$ cat src/thermal_pkg.sv
// Purpose: Shared constants for the core thermal status and event block.
// Assumes: Two 64-bit model-specific registers reached through a select bit.
// Notes:   Bit positions are register field positions; widths are field widths.
`default_nettype none

package thermal_pkg;

  // ----------------------------------------------------------------------
  // Register access
  // ----------------------------------------------------------------------
  localparam int       REG_W        = 64;
  localparam logic     SEL_STATUS   = 1'b0;
  localparam logic     SEL_IRQ_CTRL = 1'b1;

  // ----------------------------------------------------------------------
  // Status register fields
  // ----------------------------------------------------------------------
  localparam int ST_HOT      = 0;
  localparam int ST_HOT_LOG  = 1;
  localparam int ST_EXT      = 2;
  localparam int ST_EXT_LOG  = 3;
  localparam int ST_CRIT     = 4;
  localparam int ST_CRIT_LOG = 5;
  localparam int ST_T1       = 6;
  localparam int ST_T1_LOG   = 7;
  localparam int ST_T2       = 8;
  localparam int ST_T2_LOG   = 9;
  localparam int ST_PL       = 10;
  localparam int ST_PL_LOG   = 11;
  localparam int ST_READ_LO  = 16;
  localparam int ST_READ_HI  = 22;
  localparam int ST_RES_LO   = 27;
  localparam int ST_RES_HI   = 30;
  localparam int ST_VALID    = 31;

  // ----------------------------------------------------------------------
  // Interrupt control register fields
  // ----------------------------------------------------------------------
  localparam int IC_HIGH_EN  = 0;
  localparam int IC_LOW_EN   = 1;
  localparam int IC_HOT_EN   = 2;
  localparam int IC_FORCE_EN = 3;
  localparam int IC_CRIT_EN  = 4;
  localparam int IC_T1_LO    = 8;
  localparam int IC_T1_HI    = 14;
  localparam int IC_T1_EN    = 15;
  localparam int IC_T2_LO    = 16;
  localparam int IC_T2_HI    = 22;
  localparam int IC_T2_EN    = 23;
  localparam int IC_PL_EN    = 24;

  localparam logic [REG_W-1:0] IC_WRITE_MASK = 64'h0000_0000_01FF_FF1F;
  localparam logic [REG_W-1:0] IC_RESET      = 64'h0000_0000_0000_0000;

  // ----------------------------------------------------------------------
  // Sticky log vector layout
  // ----------------------------------------------------------------------
  localparam int LOG_N    = 6;
  localparam int LOG_HOT  = 0;
  localparam int LOG_EXT  = 1;
  localparam int LOG_CRIT = 2;
  localparam int LOG_T1   = 3;
  localparam int LOG_T2   = 4;
  localparam int LOG_PL   = 5;

  // ----------------------------------------------------------------------
  // Event source vector layout
  // ----------------------------------------------------------------------
  localparam int EV_N     = 7;
  localparam int EV_HOT   = 0;
  localparam int EV_EXT   = 1;
  localparam int EV_FORCE = 2;
  localparam int EV_CRIT  = 3;
  localparam int EV_T1    = 4;
  localparam int EV_T2    = 5;
  localparam int EV_PL    = 6;

endpackage : thermal_pkg

`default_nettype wire

$ cat src/sticky_log.sv
// Purpose: Bank of sticky log bits with set and clear per bit.
// Assumes: Set and clear are synchronous to clk.
// Notes:   A set in the same cycle as a clear wins, so no event is lost.
`default_nettype none

module sticky_log #(
  parameter int W = 6
) (
  input  wire logic         clk,
  input  wire logic         rstn,
  input  wire logic [W-1:0] set,
  input  wire logic [W-1:0] clear,
  output logic      [W-1:0] log_bits
);

  always_ff @(posedge clk or negedge rstn) begin
    if (!rstn) begin
      log_bits <= '0;
    end else begin
      log_bits <= (log_bits & ~clear) | set;
    end
  end

endmodule : sticky_log

`default_nettype wire

$ cat src/level_edge.sv
// Purpose: Rising and falling edge detection on a vector of levels.
// Assumes: Levels are already synchronous to clk.
// Notes:   Edges are one-cycle pulses, combinational from the stored level.
`default_nettype none

module level_edge #(
  parameter int W = 7
) (
  input  wire logic         clk,
  input  wire logic         rstn,
  input  wire logic [W-1:0] level,
  output logic      [W-1:0] rise,
  output logic      [W-1:0] fall
);

  logic [W-1:0] prev;

  always_ff @(posedge clk or negedge rstn) begin
    if (!rstn) begin
      prev <= '0;
    end else begin
      prev <= level;
    end
  end

  assign rise = level & ~prev;
  assign fall = ~level & prev;

endmodule : level_edge

`default_nettype wire

$ cat src/core_thermal_status_and_interrupt.sv
// Purpose: Per-core thermal status, sticky logs, threshold compare and event generation.
// Assumes: All inputs are synchronous to clk; registers are reached by a 64-bit MSR port.
// Notes:   Thermal events are one-cycle pulses toward the local vector entry.
//
// What this block does
// - External hot or force pin sets log bit 3.
// - External hot pin ignored unless bidirectional enabled.
// - Bit 4 tracks live critical detector output.
// - Bit 5 logs critical detector assertion, sticky.
// - Bit 6 high while temperature at threshold one.
// - Bit 7 logs threshold one reached, sticky.
// - Bit 8 high while temperature at threshold two.
// - Bit 9 logs threshold two reached, sticky.
// - Bit 10 shows live power limitation when supported.
// - Bit 11 logs power limitation when supported.
// - Bits 22:16 give degrees below activation temperature.
// - Bits 30:27 give sensor resolution in degrees.
// - Bit 31 set only when readout is valid.
// - Enable bit 0 raises event on heating.
// - Enable bit 1 raises event on cooling.
// - Enable bit 2 raises event on external hot.
// - Enable bit 3 raises event on force pin.
// - Enable bit 4 raises event on critical.
// - Threshold one compare; bit 15 enables crossing events.
// - Threshold two compare; bit 23 enables crossing events.
// - Enable bit 24 raises power limit event.
// - Bit 0 reflects own hot pin drive.
// - Bit 1 logs own hot pin assertion, sticky.
// - Bit 2 high while external hot or force.
`default_nettype none

module core_thermal_status_and_interrupt #(
  parameter int TEMP_W = 7,
  parameter int RES_W  = 4
) (
  input  wire logic                           clk,
  input  wire logic                           rstn,
  // Register port.
  input  wire logic                           msr_wr,
  input  wire logic                           msr_rd,
  input  wire logic                           msr_sel,
  input  wire logic [thermal_pkg::REG_W-1:0]  msr_wdata,
  output logic      [thermal_pkg::REG_W-1:0]  msr_rdata,
  output logic                                msr_rvalid,
  // Sensor side.
  input  wire logic                           sensor_hot,
  input  wire logic                           critical_temp,
  input  wire logic [TEMP_W-1:0]              temp_readout,
  input  wire logic                           readout_valid,
  input  wire logic [RES_W-1:0]               sensor_resolution,
  // Platform and core side.
  input  wire logic                           bidir_hot_enable,
  input  wire logic                           power_limit_notify_supported,
  input  wire logic                           below_requested_perf,
  input  wire logic                           force_throttle_pin_n,
  input  wire logic                           hot_indicator_pin_i_n,
  output logic                                hot_indicator_pin_o_n,
  output logic                                hot_indicator_pin_oe,
  // Toward the local vector entry.
  output logic                                thermal_event
);

  // ----------------------------------------------------------------------
  // Helpers
  // ----------------------------------------------------------------------

  // A smaller readout is hotter, so "at or above the threshold" is readout <= value.
  function automatic logic reached(input logic [TEMP_W-1:0] readout,
                                   input logic [TEMP_W-1:0] thr,
                                   input logic              valid);
    reached = valid && (readout <= thr);
  endfunction : reached

  // ----------------------------------------------------------------------
  // Input capture
  // ----------------------------------------------------------------------
  logic                 s_hot;
  logic                 s_crit;
  logic [TEMP_W-1:0]    s_readout;
  logic                 s_valid;
  logic [RES_W-1:0]     s_res;
  logic                 s_bidir;
  logic                 s_pl_sup;
  logic                 s_below;
  logic                 s_force;
  logic                 s_pin_low;

  always_ff @(posedge clk or negedge rstn) begin
    if (!rstn) begin
      s_hot     <= 1'b0;
      s_crit    <= 1'b0;
      s_readout <= '0;
      s_valid   <= 1'b0;
      s_res     <= '0;
      s_bidir   <= 1'b0;
      s_pl_sup  <= 1'b0;
      s_below   <= 1'b0;
      s_force   <= 1'b0;
      s_pin_low <= 1'b0;
    end else begin
      s_hot     <= sensor_hot;
      s_crit    <= critical_temp;
      s_readout <= temp_readout;
      s_valid   <= readout_valid;
      s_res     <= sensor_resolution;
      s_bidir   <= bidir_hot_enable;
      s_pl_sup  <= power_limit_notify_supported;
      s_below   <= below_requested_perf;
      s_force   <= ~force_throttle_pin_n;
      s_pin_low <= ~hot_indicator_pin_i_n;
    end
  end

  // ----------------------------------------------------------------------
  // Hot indicator drive
  // ----------------------------------------------------------------------
  // The pin is open drain: it is pulled low while the sensor reports hot.
  logic drove_pin;

  always_ff @(posedge clk or negedge rstn) begin
    if (!rstn) begin
      hot_indicator_pin_oe  <= 1'b0;
      hot_indicator_pin_o_n <= 1'b1;
      drove_pin             <= 1'b0;
    end else begin
      hot_indicator_pin_oe  <= s_hot;
      hot_indicator_pin_o_n <= ~s_hot;
      drove_pin             <= hot_indicator_pin_oe;
    end
  end

  // ----------------------------------------------------------------------
  // Interrupt control register
  // ----------------------------------------------------------------------
  logic [thermal_pkg::REG_W-1:0] irq_ctrl;
  logic                          wr_status;
  logic                          wr_irq;

  assign wr_status = msr_wr && (msr_sel == thermal_pkg::SEL_STATUS);
  assign wr_irq    = msr_wr && (msr_sel == thermal_pkg::SEL_IRQ_CTRL);

  always_ff @(posedge clk or negedge rstn) begin
    if (!rstn) begin
      irq_ctrl <= thermal_pkg::IC_RESET;
    end else if (wr_irq) begin
      irq_ctrl <= msr_wdata & thermal_pkg::IC_WRITE_MASK;
    end
  end

  logic [TEMP_W-1:0] thr_one;
  logic [TEMP_W-1:0] thr_two;

  assign thr_one = irq_ctrl[thermal_pkg::IC_T1_HI:thermal_pkg::IC_T1_LO];
  assign thr_two = irq_ctrl[thermal_pkg::IC_T2_HI:thermal_pkg::IC_T2_LO];

  // ----------------------------------------------------------------------
  // Live status
  // ----------------------------------------------------------------------
  logic ext_hot;
  logic live_ext;
  logic live_t1;
  logic live_t2;
  logic live_pl;

  // bidirectional gate plus own-drive mask
  // A low pin while this core is not driving it is another agent's assertion.
  assign ext_hot  = s_bidir && s_pin_low && !drove_pin;
  assign live_ext = ext_hot || s_force;
  assign live_t1  = reached(s_readout, thr_one, s_valid);
  assign live_t2  = reached(s_readout, thr_two, s_valid);
  assign live_pl  = s_pl_sup && s_below;

  // ----------------------------------------------------------------------
  // Sticky logs
  // ----------------------------------------------------------------------
  logic [thermal_pkg::LOG_N-1:0] log_set;
  logic [thermal_pkg::LOG_N-1:0] log_clear;
  logic [thermal_pkg::LOG_N-1:0] log_bits;

  always_comb begin
    log_set                        = '0;
    log_set[thermal_pkg::LOG_HOT]  = hot_indicator_pin_oe;
    log_set[thermal_pkg::LOG_EXT]  = live_ext;
    log_set[thermal_pkg::LOG_CRIT] = s_crit;
    log_set[thermal_pkg::LOG_T1]   = live_t1;
    log_set[thermal_pkg::LOG_T2]   = live_t2;
    log_set[thermal_pkg::LOG_PL]   = live_pl;
  end

  always_comb begin
    log_clear                        = '0;
    log_clear[thermal_pkg::LOG_HOT]  = wr_status && !msr_wdata[thermal_pkg::ST_HOT_LOG];
    log_clear[thermal_pkg::LOG_EXT]  = wr_status && !msr_wdata[thermal_pkg::ST_EXT_LOG];
    log_clear[thermal_pkg::LOG_CRIT] = wr_status && !msr_wdata[thermal_pkg::ST_CRIT_LOG];
    log_clear[thermal_pkg::LOG_T1]   = wr_status && !msr_wdata[thermal_pkg::ST_T1_LOG];
    log_clear[thermal_pkg::LOG_T2]   = wr_status && !msr_wdata[thermal_pkg::ST_T2_LOG];
    log_clear[thermal_pkg::LOG_PL]   = wr_status && !msr_wdata[thermal_pkg::ST_PL_LOG];
  end

  sticky_log #(
    .W (thermal_pkg::LOG_N)
  ) u_logs (
    .clk      (clk),
    .rstn     (rstn),
    .set      (log_set),
    .clear    (log_clear),
    .log_bits (log_bits)
  );

  // ----------------------------------------------------------------------
  // Status register image
  // ----------------------------------------------------------------------
  logic [thermal_pkg::REG_W-1:0] status_image;

  always_comb begin
    status_image                          = '0;
    status_image[thermal_pkg::ST_HOT]     = hot_indicator_pin_oe;
    status_image[thermal_pkg::ST_HOT_LOG] = log_bits[thermal_pkg::LOG_HOT];
    status_image[thermal_pkg::ST_EXT]     = live_ext;
    status_image[thermal_pkg::ST_EXT_LOG] = log_bits[thermal_pkg::LOG_EXT];
    status_image[thermal_pkg::ST_CRIT]     = s_crit;
    status_image[thermal_pkg::ST_CRIT_LOG] = log_bits[thermal_pkg::LOG_CRIT];
    status_image[thermal_pkg::ST_T1]      = live_t1;
    status_image[thermal_pkg::ST_T1_LOG]  = log_bits[thermal_pkg::LOG_T1];
    status_image[thermal_pkg::ST_T2]      = live_t2;
    status_image[thermal_pkg::ST_T2_LOG]  = log_bits[thermal_pkg::LOG_T2];
    status_image[thermal_pkg::ST_PL]      = live_pl;
    status_image[thermal_pkg::ST_PL_LOG]  = log_bits[thermal_pkg::LOG_PL];
    status_image[thermal_pkg::ST_READ_HI:thermal_pkg::ST_READ_LO] = s_readout;
    status_image[thermal_pkg::ST_RES_HI:thermal_pkg::ST_RES_LO]   = s_res;
    status_image[thermal_pkg::ST_VALID]   = s_valid;
  end

  // ----------------------------------------------------------------------
  // Register read
  // ----------------------------------------------------------------------
  always_ff @(posedge clk or negedge rstn) begin
    if (!rstn) begin
      msr_rdata  <= '0;
      msr_rvalid <= 1'b0;
    end else begin
      msr_rvalid <= msr_rd;
      if (msr_rd) begin
        msr_rdata <= (msr_sel == thermal_pkg::SEL_STATUS) ? status_image : irq_ctrl;
      end
    end
  end

  // ----------------------------------------------------------------------
  // Thermal events
  // ----------------------------------------------------------------------
  logic [thermal_pkg::EV_N-1:0] ev_level;
  logic [thermal_pkg::EV_N-1:0] ev_rise;
  logic [thermal_pkg::EV_N-1:0] ev_fall;
  logic                         next_event;

  always_comb begin
    ev_level                        = '0;
    ev_level[thermal_pkg::EV_HOT]   = hot_indicator_pin_oe;
    ev_level[thermal_pkg::EV_EXT]   = ext_hot;
    ev_level[thermal_pkg::EV_FORCE] = s_force;
    ev_level[thermal_pkg::EV_CRIT]  = s_crit;
    ev_level[thermal_pkg::EV_T1]    = live_t1;
    ev_level[thermal_pkg::EV_T2]    = live_t2;
    ev_level[thermal_pkg::EV_PL]    = live_pl;
  end

  level_edge #(
    .W (thermal_pkg::EV_N)
  ) u_edges (
    .clk   (clk),
    .rstn  (rstn),
    .level (ev_level),
    .rise  (ev_rise),
    .fall  (ev_fall)
  );

  always_comb begin
    next_event = 1'b0;
    if (irq_ctrl[thermal_pkg::IC_HIGH_EN] && ev_rise[thermal_pkg::EV_HOT]) begin
      next_event = 1'b1;
    end
    if (irq_ctrl[thermal_pkg::IC_LOW_EN] && ev_fall[thermal_pkg::EV_HOT]) begin
      next_event = 1'b1;
    end
    if (irq_ctrl[thermal_pkg::IC_HOT_EN] && ev_rise[thermal_pkg::EV_EXT]) begin
      next_event = 1'b1;
    end
    if (irq_ctrl[thermal_pkg::IC_FORCE_EN] && ev_rise[thermal_pkg::EV_FORCE]) begin
      next_event = 1'b1;
    end
    if (irq_ctrl[thermal_pkg::IC_CRIT_EN] && ev_rise[thermal_pkg::EV_CRIT]) begin
      next_event = 1'b1;
    end
    if (irq_ctrl[thermal_pkg::IC_T1_EN]
        && (ev_rise[thermal_pkg::EV_T1] || ev_fall[thermal_pkg::EV_T1])) begin
      next_event = 1'b1;
    end
    if (irq_ctrl[thermal_pkg::IC_T2_EN]
        && (ev_rise[thermal_pkg::EV_T2] || ev_fall[thermal_pkg::EV_T2])) begin
      next_event = 1'b1;
    end
    if (irq_ctrl[thermal_pkg::IC_PL_EN] && ev_rise[thermal_pkg::EV_PL]) begin
      next_event = 1'b1;
    end
  end

  always_ff @(posedge clk or negedge rstn) begin
    if (!rstn) begin
      thermal_event <= 1'b0;
    end else begin
      thermal_event <= next_event;
    end
  end

endmodule : core_thermal_status_and_interrupt

`default_nettype wire

$ cat config.mk
export PLATFORM = sky130hd
export DESIGN_NAME = core_thermal_status_and_interrupt
export DESIGN_NICKNAME = d
export VERILOG_FILES = /design/src/thermal_pkg.sv /design/src/sticky_log.sv /design/src/level_edge.sv /design/src/core_thermal_status_and_interrupt.sv
export SDC_FILE = /design/constraint.sdc
export NUM_CORES = 1
export LEC_CHECK = 0
export BUFFER_PORTS_ARGS = -buffer_cell sky130_fd_sc_hd__buf_2
export CORE_ASPECT_RATIO = 1.25
export CORE_MARGIN = 8
export CORE_UTILIZATION = 42
export CTS_BUF_LIST = sky130_fd_sc_hd__clkbuf_2
export DETAILED_ROUTE_END_ITERATION = 12
export GPL_TIMING_DRIVEN = 1
export PLACE_DENSITY = 0.72
export SLEW_MARGIN = 15
export SYNTH_ARGS = -nofsm -noshare
export SYNTH_HDL_FRONTEND = slang
export SYNTH_HIERARCHICAL = 1
export SYNTH_SLANG_ARGS = --single-unit
export TNS_END_PERCENT = 10
$ cat constraint.sdc
create_clock -name clk -period 5.85 [get_ports clk]
set_input_delay 0.2925 -clock clk [delete_from_list [all_inputs] [get_ports clk]]
set_output_delay 0.2925 -clock clk [all_outputs]
set_load 0.005 [all_outputs]
# --- Word level (Yosys, flattened, before mapping) ---
# Index checks and enable logic that the tools add are counted.
totals:
  register_bits: 123
  inputBits: 88
  wordCells: 72
op_classes:
  magnitude_cmp: 2
  muxes: 9
  n_bitwise: 11
  n_reduce_logical: 31
ops:
  columns: ["operator", "n"]
  rows:
  - ["$mux 32", 1]
  - ["$logic_and 1x1->1", 21]
  - ["$le 7x7->1", 2]
  - ["$and 6x6->6", 2]
  - ["$not 6->6", 2]
  - ["$mux 1", 8]
  - ["$and 7x7->7", 1]
  - ["$logic_not 1->1", 7]
  - ["$not 7->7", 1]
  - ["$or 6x6->6", 1]
  - ["$not 1->1", 4]
  - ["$logic_or 1x1->1", 3]

# --- Logic depth before layout (Yosys ltp) ---
# Gate-level depths: netlist of run 1.
depth:
  word_depth: 12
  mapped_depth: 10

# --- By module ---
# Netlist of run 1, hierarchy kept.
modules_own_cells:
  columns: ["module", "instances", "cells_each", "area_each_um2", "seq_area_each_um2"]
  rows:
  - ["core_thermal_status_and_interrupt", 1, 303, 3435.8, 1903.1]
  - ["level_edge", 1, 21, 297.8, 175.2]
  - ["sticky_log", 1, 18, 217.7, 150.1]

# --- Worst setup path before layout of run 1 ---
# No wires, ideal clock.
synth_path:
  path_type: "flip-flop to flip-flop"
  start: "register s_readout[1]"
  end: "register thermal_event"
  setup_ps: 138
  arrival_ps: 1789
  required_ps: 5712
  slack_ps: 3923
  stages_incl_launch_ff: 10
  path_buffers: 0
  synth_period_minus_slack_ps: 1927
  path_cell_list: "dfrtp_1 > ha_1 > nor2b_1 > o21a_1 > o21bai_1 > a31oi_1 > nor2b_1 > and2b_2 > o21ai_0 > nand4_1"
synth_between:
  elab_chain_len: 9
synth_rtl:
  columns: ["item", "line", "text"]
  rows:
  - ["start, declared", "core_thermal_status_and_interrupt.sv:79", "logic [TEMP_W-1:0] s_readout;"]
  - ["start signal, assigned", "core_thermal_status_and_interrupt.sv:103", "s_readout <= temp_readout;"]
  - ["$le 7x7->1", "core_thermal_status_and_interrupt.sv:71", "reached = valid && (readout <= thr);"]
  - ["$logic_and 1x1->1", "core_thermal_status_and_interrupt.sv:71", null]
  - ["named net live_t1", "core_thermal_status_and_interrupt.sv:161", "logic live_t1;"]
  - ["$not 6->6", "level_edge.sv:27", "assign fall = ~level & prev;"]
  - ["$and 6x6->6", "level_edge.sv:27", null]
  - ["named net ev_fall, one bit", "core_thermal_status_and_interrupt.sv:254", "logic [thermal_pkg::EV_N-1:0] ev_fall;"]
  - ["$logic_or 1x1->1", "core_thermal_status_and_interrupt.sv:296", "&& (ev_rise[thermal_pkg::EV_T1] || ev_fall[thermal_pkg::EV_T1])) begin"]
  - ["$logic_and 1x1->1", "core_thermal_status_and_interrupt.sv:296", null]
  - ["$mux 1", "core_thermal_status_and_interrupt.sv:295", "if (irq_ctrl[thermal_pkg::IC_T1_EN]"]
  - ["$mux 1", "core_thermal_status_and_interrupt.sv:299", "if (irq_ctrl[thermal_pkg::IC_T2_EN]"]
  - ["$mux 1", "core_thermal_status_and_interrupt.sv:303", "if (irq_ctrl[thermal_pkg::IC_PL_EN] && ev_rise[thermal_pkg::EV_PL]) begin"]
  - ["named net next_event", "core_thermal_status_and_interrupt.sv:255", "logic next_event;"]
  - ["end signal, assigned", "core_thermal_status_and_interrupt.sv:312", "thermal_event <= next_event;"]
  - ["end, declared", "core_thermal_status_and_interrupt.sv:60", "output logic thermal_event"]
# The timed path passes the listed nets, and every way through them passes these cells.
# A chain may end at the register's enable or synchronous reset.

# --- Final worst setup path of run 1 ---
# Ends and elaborated chain as after synthesis.

==> impl_metrics.toml, run 1 <==
[run_status]
outcome = "completed"

[global_route]
grt_usage_pct = 14.0
grt_pass1_vias = 2796
antenna_found_initial = 0
grt_max_degree = 90
grt_overflow = 0
grt_pass1_wl_mm = 13.6

[routing]
drt_wl_total_mm = 8.43
drtIter0Drc = 79
viasPerCell = 4.55
detail-route-antenna-nets = 0
dr.pass1.iters = 4
vias = 2682
drc = 0
wl_per_cell_um = 14.3

[placed_design]
port_buffers = 81
placed_cells = 530
routabilityCongestion = 0.735
dpl-instance-area_mm2 = 0.00429
hpwl_mm = 5.72

[critical_path]
required_ns = 6.26
cp_slowest_stage_delay_ns = 0.46
cp_common_cell = "nor2b_1"
critical_path.top_delay_family = "simple AND/OR/NAND/NOR gates"
critical_path_arrival_ns = 2.75
start_kind = "register"
cp_slowest_cell = "dfrtp_1"
crit_path_end_kind = "register"
crit_buf_inv = 0
crit_type = "register to register"
crit_chain = "ha_1 -> nor2b_1 -> o21a_1 -> o21bai_1 -> a31oi_1 -> nor2b_1 -> and2b_2 -> o21ai_0 -> nand4_1"
critPathMaxFanout = 4

[power]
finalPower_w = 0.00125
switching_power_w = 0.000351
leakage_nw = 2.40
sw_frac_of_total_pct = 28.1
power-per-cell-area_mw_per_mm2 = 258
combPwrFrac_pct = 18.4
clkPwrFrac_pct = 23.8
p_int_w = 0.000897
peakVddDrop_v = 0.000130
p_seq_share_pct = 57.8

[finish]
fin_area_mm2 = 0.00485
instances_no_fill = 590
area_growth_pct = 23.7
multiInputGateArea_mm2 = 0.00137
fill_cells = 824
fin_nets = 564
seq_area_mm2 = 0.00223
layout-drive-gt1-share_pct = 23.8
n_antenna_cell = 0

[floorplan]
die_area_mm2 = 0.0127
io-pin-count = 156
fp.dieW_um = 102
num_rows = 39
fp.dieH_um = 124
core_area_mm2 = 0.00913
start_util_pct = 42.9

[min_path]
hp-class = "input port to async pin"

[timing]
fmax_mhz = 426
slew_viol_final = 0
worst_pin_slew_ns = 1.09
skew_ns = 0.0233
rsz0062_at_grt = "false"
layout_worst_path_cycle_share_pct = 40.1
slew_headroom_pct = 27.1
setup_violations = 0
fin_crit_ns = 2.35
finalHoldViolations = 0
timing.setup.tns_ns = 0

[cts]
cts_buffers = 9
cts_tree = "built"
cts_root_buf = "clkbuf_2"
numClockSinks = 89
worstSkewPairLatency_ns = 0.54
h-tree-depth = 3
cts_setup_buffers = 0
clkSlewWorstSetupHoldPaths_ns = 0.21
clockBufferDepth = 2

[flow_run]
cap_violations = 0

[synth]
avgSynthCellArea_um2 = 11.6
yosys_warnings = 6
syn_area_mm2 = 0.00392
netlist_instances = 338
area by class of cell:
| cell class | count | area share, % |
|---|---|---|
| Clock buffer | 10 | 1.03 |
| Clock inverter | 6 | 1.21 |
| Inverter | 36 | 2.79 |
| Multi-Input combinational cell | 201 | 28.2 |
| Sequential cell | 89 | 46.0 |
| Tap cell | 123 | 3.18 |
| Timing Repair Buffer | 125 | 17.6 |
placed cells by master, fill, tap and decap left out, types with 2 or more instances in the layout:
master	instances
a21o_1	7
a21oi_1	20
a22oi_1	2
and2_1	2
and2b_2	10
buf_2	80
clkbuf_2	10
clkinv_1	2
conb_1	34
dfrtp_1	88
dlygate4sd3_1	44
ha_1	14
inv_1	36
mux2_1	20
mux2_2	3
mux2i_1	14
nand2_1	4
nand3_1	9
nand3b_1	7
nand4_1	3
nor2_1	23
nor2b_1	3
o21ai_0	15
o22ai_1	2
sequential cells by signal, summed over array words and instances (netlist names):
signal                 cells
s_below                    1
msr_rvalid                 1
s_pl_sup                   1
s_force                    1
hot_indicator_pin_oe       1
s_crit                     1
s_hot                      1
s_res                      4
u_edges/prev               7
hot_indicator_pin_o_n      1
s_pin_low                  1
thermal_event              1
s_valid                    1
drove_pin                  1
s_bidir                    1
msr_rdata                 30
s_readout                  7
irq_ctrl                  22
u_logs/log_bits            6
per-layer routing:
metal | up-vias | wire (um) | track usage [%] | share of wire, %
li1 | 1302 | - | - | -
met1 | 1283 | 3670 | 16.8 | 43
met2 | 89 | 4000 | 23.1 | 47
met3 | 8 | 660 | 3.91 | 7.8
met4 | 0 | 99 | 5.89 | 1.2
met5 | - | 0 | 0 | 0
path summary, 6_finish.rpt:
| check | endpoint | slack [ns] | depth (start not counted) | start |
|---|---|---|---|---|
| max | thermal_event$_DFF_PN0_ | 3.50 | 9 | s_readout[1]$_DFF_PN0_ |
| min | s_readout[1]$_DFF_PN0_ | 0.35 | 2 | rstn |
| max reg2reg | thermal_event$_DFF_PN0_ | 3.50 | 9 | s_readout[1]$_DFF_PN0_ |
| min reg2reg | hot_indicator_pin_o_n$_DFF_PN1_ | 0.40 | 1 | s_hot$_DFF_PN0_ |
| max in group asynchronous | msr_rvalid$_DFF_PN0_ | 4.96 | 2 | rstn |
| min in group clk | u_logs/log_bits[1]$_DFF_PN0_ | 0.35 | 5 | msr_wr |
power groups by stage:
stage,logic [W],clock network (W),registers (W)
5_1_grt,0.000263,0.000336,0.000732
2_1_floorplan,0.000136,0,0.000728
3_5_place_dp,0.000209,0,0.000734
3_3_place_gp,0.000202,0,0.000729
6_report,0.000230,0.000297,0.000722
4_1_cts,0.000233,0.000318,0.000722
per-stage QoR:
step                      worst slack (ns)  hold WS [ns]  utilization (%)
after floorplan                       3.92      -0.00309                -
after global placement                3.28         0.362             47.0
after detailed placement              3.25         0.368             47.0
after CTS                             3.46         0.299             53.1
after global routing                  3.28         0.296             53.1
final                                 3.50         0.350             53.1
repair_timing:
item                       in CTS  in global routing
hold buffers                   44                  0
setup endpoints to repair       0                  0
hold endpoints to repair      135                  0
gates resized for setup         0                  0
Power figures use the tool's default switching activity.
==> inputs of run 2 (changes only) <==
==> constraint.sdc (replaced) <==
create_clock -name clk -period 2.4 [get_ports clk]
set_input_delay 0.12 -clock clk [delete_from_list [all_inputs] [get_ports clk]]
set_output_delay 0.12 -clock clk [all_outputs]
set_load 0.005 [all_outputs]
==> run 2 against run 1 <==
First-iteration DRC count decreased by 18%. Cell count increased by 1.0%. Total power increased by 140%. Fmax increased by 8.1%.
==> impl_metrics.toml, run 2 (same netlist as run 1, synthesis figures left out) <==
[min_path]
hp-class = "input port to async pin"

[routing]
viasPerCell = 4.47
drt_wl_total_mm = 8.49
drtIter0Drc = 65
detail-route-antenna-nets = 0
dr.pass1.iters = 4
wl_per_cell_um = 14.2
drc = 0
vias = 2666

[timing]
finalHoldViolations = 0
finalWorstSetupSlack_ns = 0.228
slew_viol_final = 0
fin_hold_ws_ns = 0.100
slew_headroom_pct = 47.9
fin_crit_ns = 2.17
worst_pin_slew_ns = 0.782
setup_violations = 0
rsz0062_at_grt = "false"
fmax_mhz = 460
skew_ns = 0.0105
timing.setup.tns_ns = 0
layout_worst_path_cycle_share_pct = 90.5

[power]
p_int_w = 0.00219
clkPwrFrac_pct = 22.9
sw_frac_of_total_pct = 27.6
power-per-cell-area_mw_per_mm2 = 618
combPwrFrac_pct = 18.9
switching_power_w = 0.000835
leakage_nw = 2.43
finalPower_w = 0.00302
p_seq_share_pct = 58.2
peakVddDrop_v = 0.000280

[critical_path]
cp_slowest_cell = "dfrtp_1"
crit_chain = "ha_1 -> nor2b_1 -> o21a_1 -> o21bai_1 -> a31oi_1 -> nor2b_1 -> and2b_2 -> o21ai_1 -> nand4_1"
crit_path_end_kind = "register"
cp_common_cell = "nor2b_1"
critical_path_arrival_ns = 2.57
required_ns = 2.80
start_kind = "register"
cp_slowest_stage_delay_ns = 0.46
crit_buf_inv = 0
critPathMaxFanout = 3
crit_type = "register to register"
critical_path.top_delay_family = "simple AND/OR/NAND/NOR gates"

[finish]
largest_register_ff_count = 30
instances_no_fill = 596
area_growth_pct = 25.0
most-common-layout-cells = "dfrtp_1 (88), buf_2 (80), dlygate4sd3_1 (45)"
largestRegisters = "msr_rdata (30), irq_ctrl (22)"
n_antenna_cell = 0
fill_cells = 814
final_common_cell = "dfrtp_1"
fin_nets = 570
top_register = "msr_rdata"
layout-drive-gt1-share_pct = 24.1

[cts]
h-tree-depth = 3
worstSkewPairLatency_ns = 0.52
cts_buffers = 9
cts_tree = "built"
numClockSinks = 89
cts_root_buf = "clkbuf_2"
cts_setup_buffers = 0
clockBufferDepth = 2
clkSlewWorstSetupHoldPaths_ns = 0.21

[global_route]
grt_max_degree = 48
grt_pass1_wl_mm = 13.8
grt_usage_pct = 14.1
grt_overflow = 0
antenna_found_initial = 0
grt_pass1_vias = 2847

[flow_run]
cap_violations = 0

[floorplan]
num_rows = 39
io-pin-count = 156
fp.dieH_um = 124
die_area_mm2 = 0.0127
core_area_mm2 = 0.00913
start_util_pct = 42.9
fp.dieW_um = 102

[placed_design]
hpwl_mm = 5.94
placed_cells = 535
port_buffers = 81
routabilityCongestion = 0.751
pre_cts_ws_ns = 0.141

[run_status]
outcome = "completed"
==> run 2: power by group through the flow <==
stage          Clock [W]  Sequential [W]  Combinational [W]
2_1_floorplan          0         0.00177           0.000331
6_report        0.000692         0.00176           0.000572
3_5_place_dp           0         0.00179           0.000518
5_1_grt         0.000785         0.00179           0.000652
3_3_place_gp           0         0.00178           0.000502
4_1_cts         0.000737         0.00176           0.000579
==> run 2: path summary, 6_finish.rpt <==
kind,to,depth (start not counted),startpoint,slack (ns)
setup / recovery,thermal_event$_DFF_PN0_,9,s_readout[1]$_DFF_PN0_,0.23
hold / removal,irq_ctrl[8]$_DFFE_PN0P_,2,rstn,0.10
setup reg to reg,thermal_event$_DFF_PN0_,9,s_readout[1]$_DFF_PN0_,0.23
hold reg to reg,hot_indicator_pin_o_n$_DFF_PN1_,1,s_hot$_DFF_PN0_,0.40
max in group asynchronous,s_res[0]$_DFF_PN0_,3,rstn,1.65
min in group clk,msr_rvalid$_DFF_PN0_,1,msr_rd,0.10
==> run 2: area by class of cell <==
type | instances | area [um^2] | area share, %
multi-input combinational | 201 | 1370 | 27.9
clock inverter | 6 | 50.0 | 1.02
sequential | 89 | 2230 | 45.5
tap | 123 | 154 | 3.14
inverter | 36 | 135 | 2.76
clock buffer | 10 | 50.0 | 1.02
timing repair buffer | 131 | 908 | 18.6
==> run 2: stage by stage <==
stage          cell area [um^2]  util [%]
2_1_floorplan              4040         -
3_3_place_gp               4340      47.6
3_5_place_dp               4340      47.6
4_1_cts                    4890      53.6
5_1_grt                    4890      53.6
6_report                   4890      53.6
==> run 2: what timing repair did <==
action                                  4_1_cts  5_1_grt
gates resized for setup                       0        1
hold buffers                                 45        0
endpoints found under the hold margin       138        0
endpoints found under the setup margin        0        1
==> run 2: per-layer routing <==
metal / vias to the layer above / global-route usage (%) / share of wire, %
met1: 1264 / 16.6 / 42
met2: 80 / 23.6 / 48
met3: 9 / 3.19 / 7.7
met5: - / 0 / 0
li1: 1313 / - / -
met4: 0 / 7.45 / 1.5
==> inputs of run 3 (changes only) <==
--- a/config.mk
+++ b/config.mk
@@ -16,6 +16,5 @@
 export SLEW_MARGIN = 15
 export SYNTH_ARGS = -nofsm -noshare
 export SYNTH_HDL_FRONTEND = slang
-export SYNTH_HIERARCHICAL = 1
 export SYNTH_SLANG_ARGS = --single-unit
 export TNS_END_PERCENT = 10
==> run 3 against run 2 <==
Global-route usage is 0.61 points higher. Sequential share of layout area about the same. Register-to-register slack better by 0.21 ns. Flip-flop and latch count fell by 1. Synthesized cell count did not move. Via count grew 2.1%. Clock skew grew 0.021 ns. Cell count down 0.17%. Hold slack worse by 0.035 ns. Critical path depth down 2. Critical path type unchanged. Largest cell class unchanged.
==> impl_metrics.toml, run 3 <==
[synth]
ys_types = 31
avgSynthCellArea_um2 = 11.4
synth_area_leaders = "dfrtp_1 (57%), mux2_2 (6.7%), buf_4 (6.7%)"
synth_edf_count = 0
syn_area_mm2 = 0.00384
yosys.area.top_type = "dfrtp_1"
ys_top_cells_by_count = "dfrtp_1 (87), inv_1 (36), buf_4 (34)"
synth_ff_type = "dfrtp_1"
synth.ff_latch_count = 88
yosysMostFrequentCell = "dfrtp_1"
yosysSeqAreaShare_pct = 57.4
netlist_instances = 338
yosysTopAreaCellShare_pct = 56.7
yosys_warnings = 0
async_flop_share_pct = 100

[flow_run]
cap_violations = 0

[floorplan]
core_area_mm2 = 0.00903
fp.dieW_um = 101
num_rows = 39
io-pin-count = 156
start_util_pct = 42.5
fp.dieH_um = 123
die_area_mm2 = 0.0125

[cts]
clockBufferDepth = 2
numClockSinks = 88
clkSlewWorstSetupHoldPaths_ns = 0.25
worstSkewPairLatency_ns = 0.54
cts_tree = "built"
h-tree-depth = 3
post_cts_resized = 0
cts_buffers = 9
cts_root_buf = "clkbuf_2"
cts_setup_buffers = 0

[timing]
fmax_mhz = 509
skew_ns = 0.0320
rsz0062_at_grt = "false"
setup_violations = 0
slew_headroom_pct = 54.6
finalHoldViolations = 0
slew_viol_final = 0
timing.setup.tns_ns = 0
layout_worst_path_cycle_share_pct = 81.9
fin_crit_ns = 1.97
worst_pin_slew_ns = 0.681
fin_hold_ws_ns = 0.0657

[finish]
area_growth_pct = 26.1
most-common-layout-cells = "dfrtp_1 (87), buf_2 (80), dlygate4sd3_1 (46)"
largest_register_ff_count = 30
final_common_cell = "dfrtp_1"
fin_nets = 569
top_register = "msr_rdata"
final_util_pct = 53.6
n_antenna_cell = 0
largestRegisters = "msr_rdata (30), irq_ctrl (22)"
layout-drive-gt1-share_pct = 26.9

[critical_path]
rrSetupSlack_ns = 0.43
start_kind = "register"
crit_buf_inv = 1
critical_path_arrival_ns = 2.42
cp_common_cell = "o21bai_1"
crit_chain = "inv_1 -> ha_1 -> a211oi_1 -> o21bai_1 -> o21bai_1 -> nor2_1 -> or4_1"
critical_path.top_delay_family = "compound AO/OA/AOI/OAI gates"
crit_type = "register to register"
critPathMaxFanout = 3
cp_slowest_cell = "dfrtp_1"
r2r_cells = 7
reg2reg_to = "thermal_event$_DFF_PN0_"
crit_path_end_kind = "register"
r2r_start = "irq_ctrl[12]$_DFFE_PN0P_"
required_ns = 2.85
cp_slowest_stage_delay_ns = 0.43

[power]
finalPower_w = 0.00307
power-per-cell-area_mw_per_mm2 = 635
leakage_nw = 2.38
peakVddDrop_v = 0.000390

[routing]
wl_per_cell_um = 14.4
drc = 0
drt_wl_total_mm = 8.56
viasPerCell = 4.58
vias = 2723
detail-route-antenna-nets = 0
drtIter0Drc = 62
dr.pass1.iters = 4

[min_path]
hp-class = "input port to async pin"

[global_route]
grt_usage_pct = 14.7
grt_pass1_vias = 2904
grt_overflow = 0
grt_pass1_wl_mm = 14.1
grt_max_degree = 48
antenna_found_initial = 0

[run_status]
outcome = "completed"

[placed_design]
routabilityCongestion = 0.742
hpwl_mm = 6.03
port_buffers = 81
run 3: kinds of logic after synthesis:
family | after synthesis | share of synthesized area, %
AO/OA/AOI/OAI | 54 | 8.05
other | 1 | 0.0977
AND/OR/NAND/NOR | 62 | 8.02
buffers and inverters | 82 | 11.4
multiplexers | 37 | 10.4
adder cells (fa/ha/maj) | 14 | 4.56
flip-flops | 88 | 57.4
run 3: power by group:
group	switching (W)	total, W	internal (W)
Combinational	0.000281	0.000575	0.000294
Sequential	0.0000973	0.00174	0.00164
Clock	0.000506	0.000756	0.000250
run 3: cell type report:
| class | instances | area, um^2 |
|---|---|---|
| clock inverters | 6 | 67.6 |
| flip-flops and latches | 88 | 2200 |
| clock buffers | 10 | 50.0 |
| multi-input cells | 201 | 1320 |
| well taps | 123 | 154 |
| fillers | 800 | 4190 |
| repair buffers | 131 | 911 |
| inverters | 36 | 135 |
run 3: metrics by stage:
step	area, um^2	instances	setup WS [ns]
2_1_floorplan	3960	371	0.579
6_report	4840	595	0.433
3_5_place_dp	4260	533	0.413
5_1_grt	4840	595	0.272
3_3_place_gp	4260	533	0.438
4_1_cts	4840	595	0.396
run 3: worst max path at each step:
stage | start | slack (ns) | end | depth (start not counted)
finish | irq_ctrl[12]$_DFFE_PN0P_ | 0.43 | thermal_event$_DFF_PN0_ | 7
floorplan | s_readout[4]$_DFF_PN0_ | 0.58 | thermal_event$_DFF_PN0_ | 6
global route | irq_ctrl[20]$_DFFE_PN0P_ | 0.27 | thermal_event$_DFF_PN0_ | 7
detailed placement | s_readout[4]$_DFF_PN0_ | 0.41 | thermal_event$_DFF_PN0_ | 6
CTS | irq_ctrl[12]$_DFFE_PN0P_ | 0.40 | thermal_event$_DFF_PN0_ | 7
global placement | s_readout[4]$_DFF_PN0_ | 0.44 | thermal_event$_DFF_PN0_ | 6
run 3: metal layers:
metal  up-vias  global-route usage, %  routed length [um]
met5         -                      0                   0
met4         0                   6.35                 168
met3        13                   4.26                 707
met2        95                   24.9                4340
met1      1299                   17.0                3350
li1       1316                      -                   -
run 3: repair_timing:
action                     4_1_cts  5_1_grt
setup endpoints to repair        0        0
hold buffers                    46        0
hold endpoints to repair       140        0
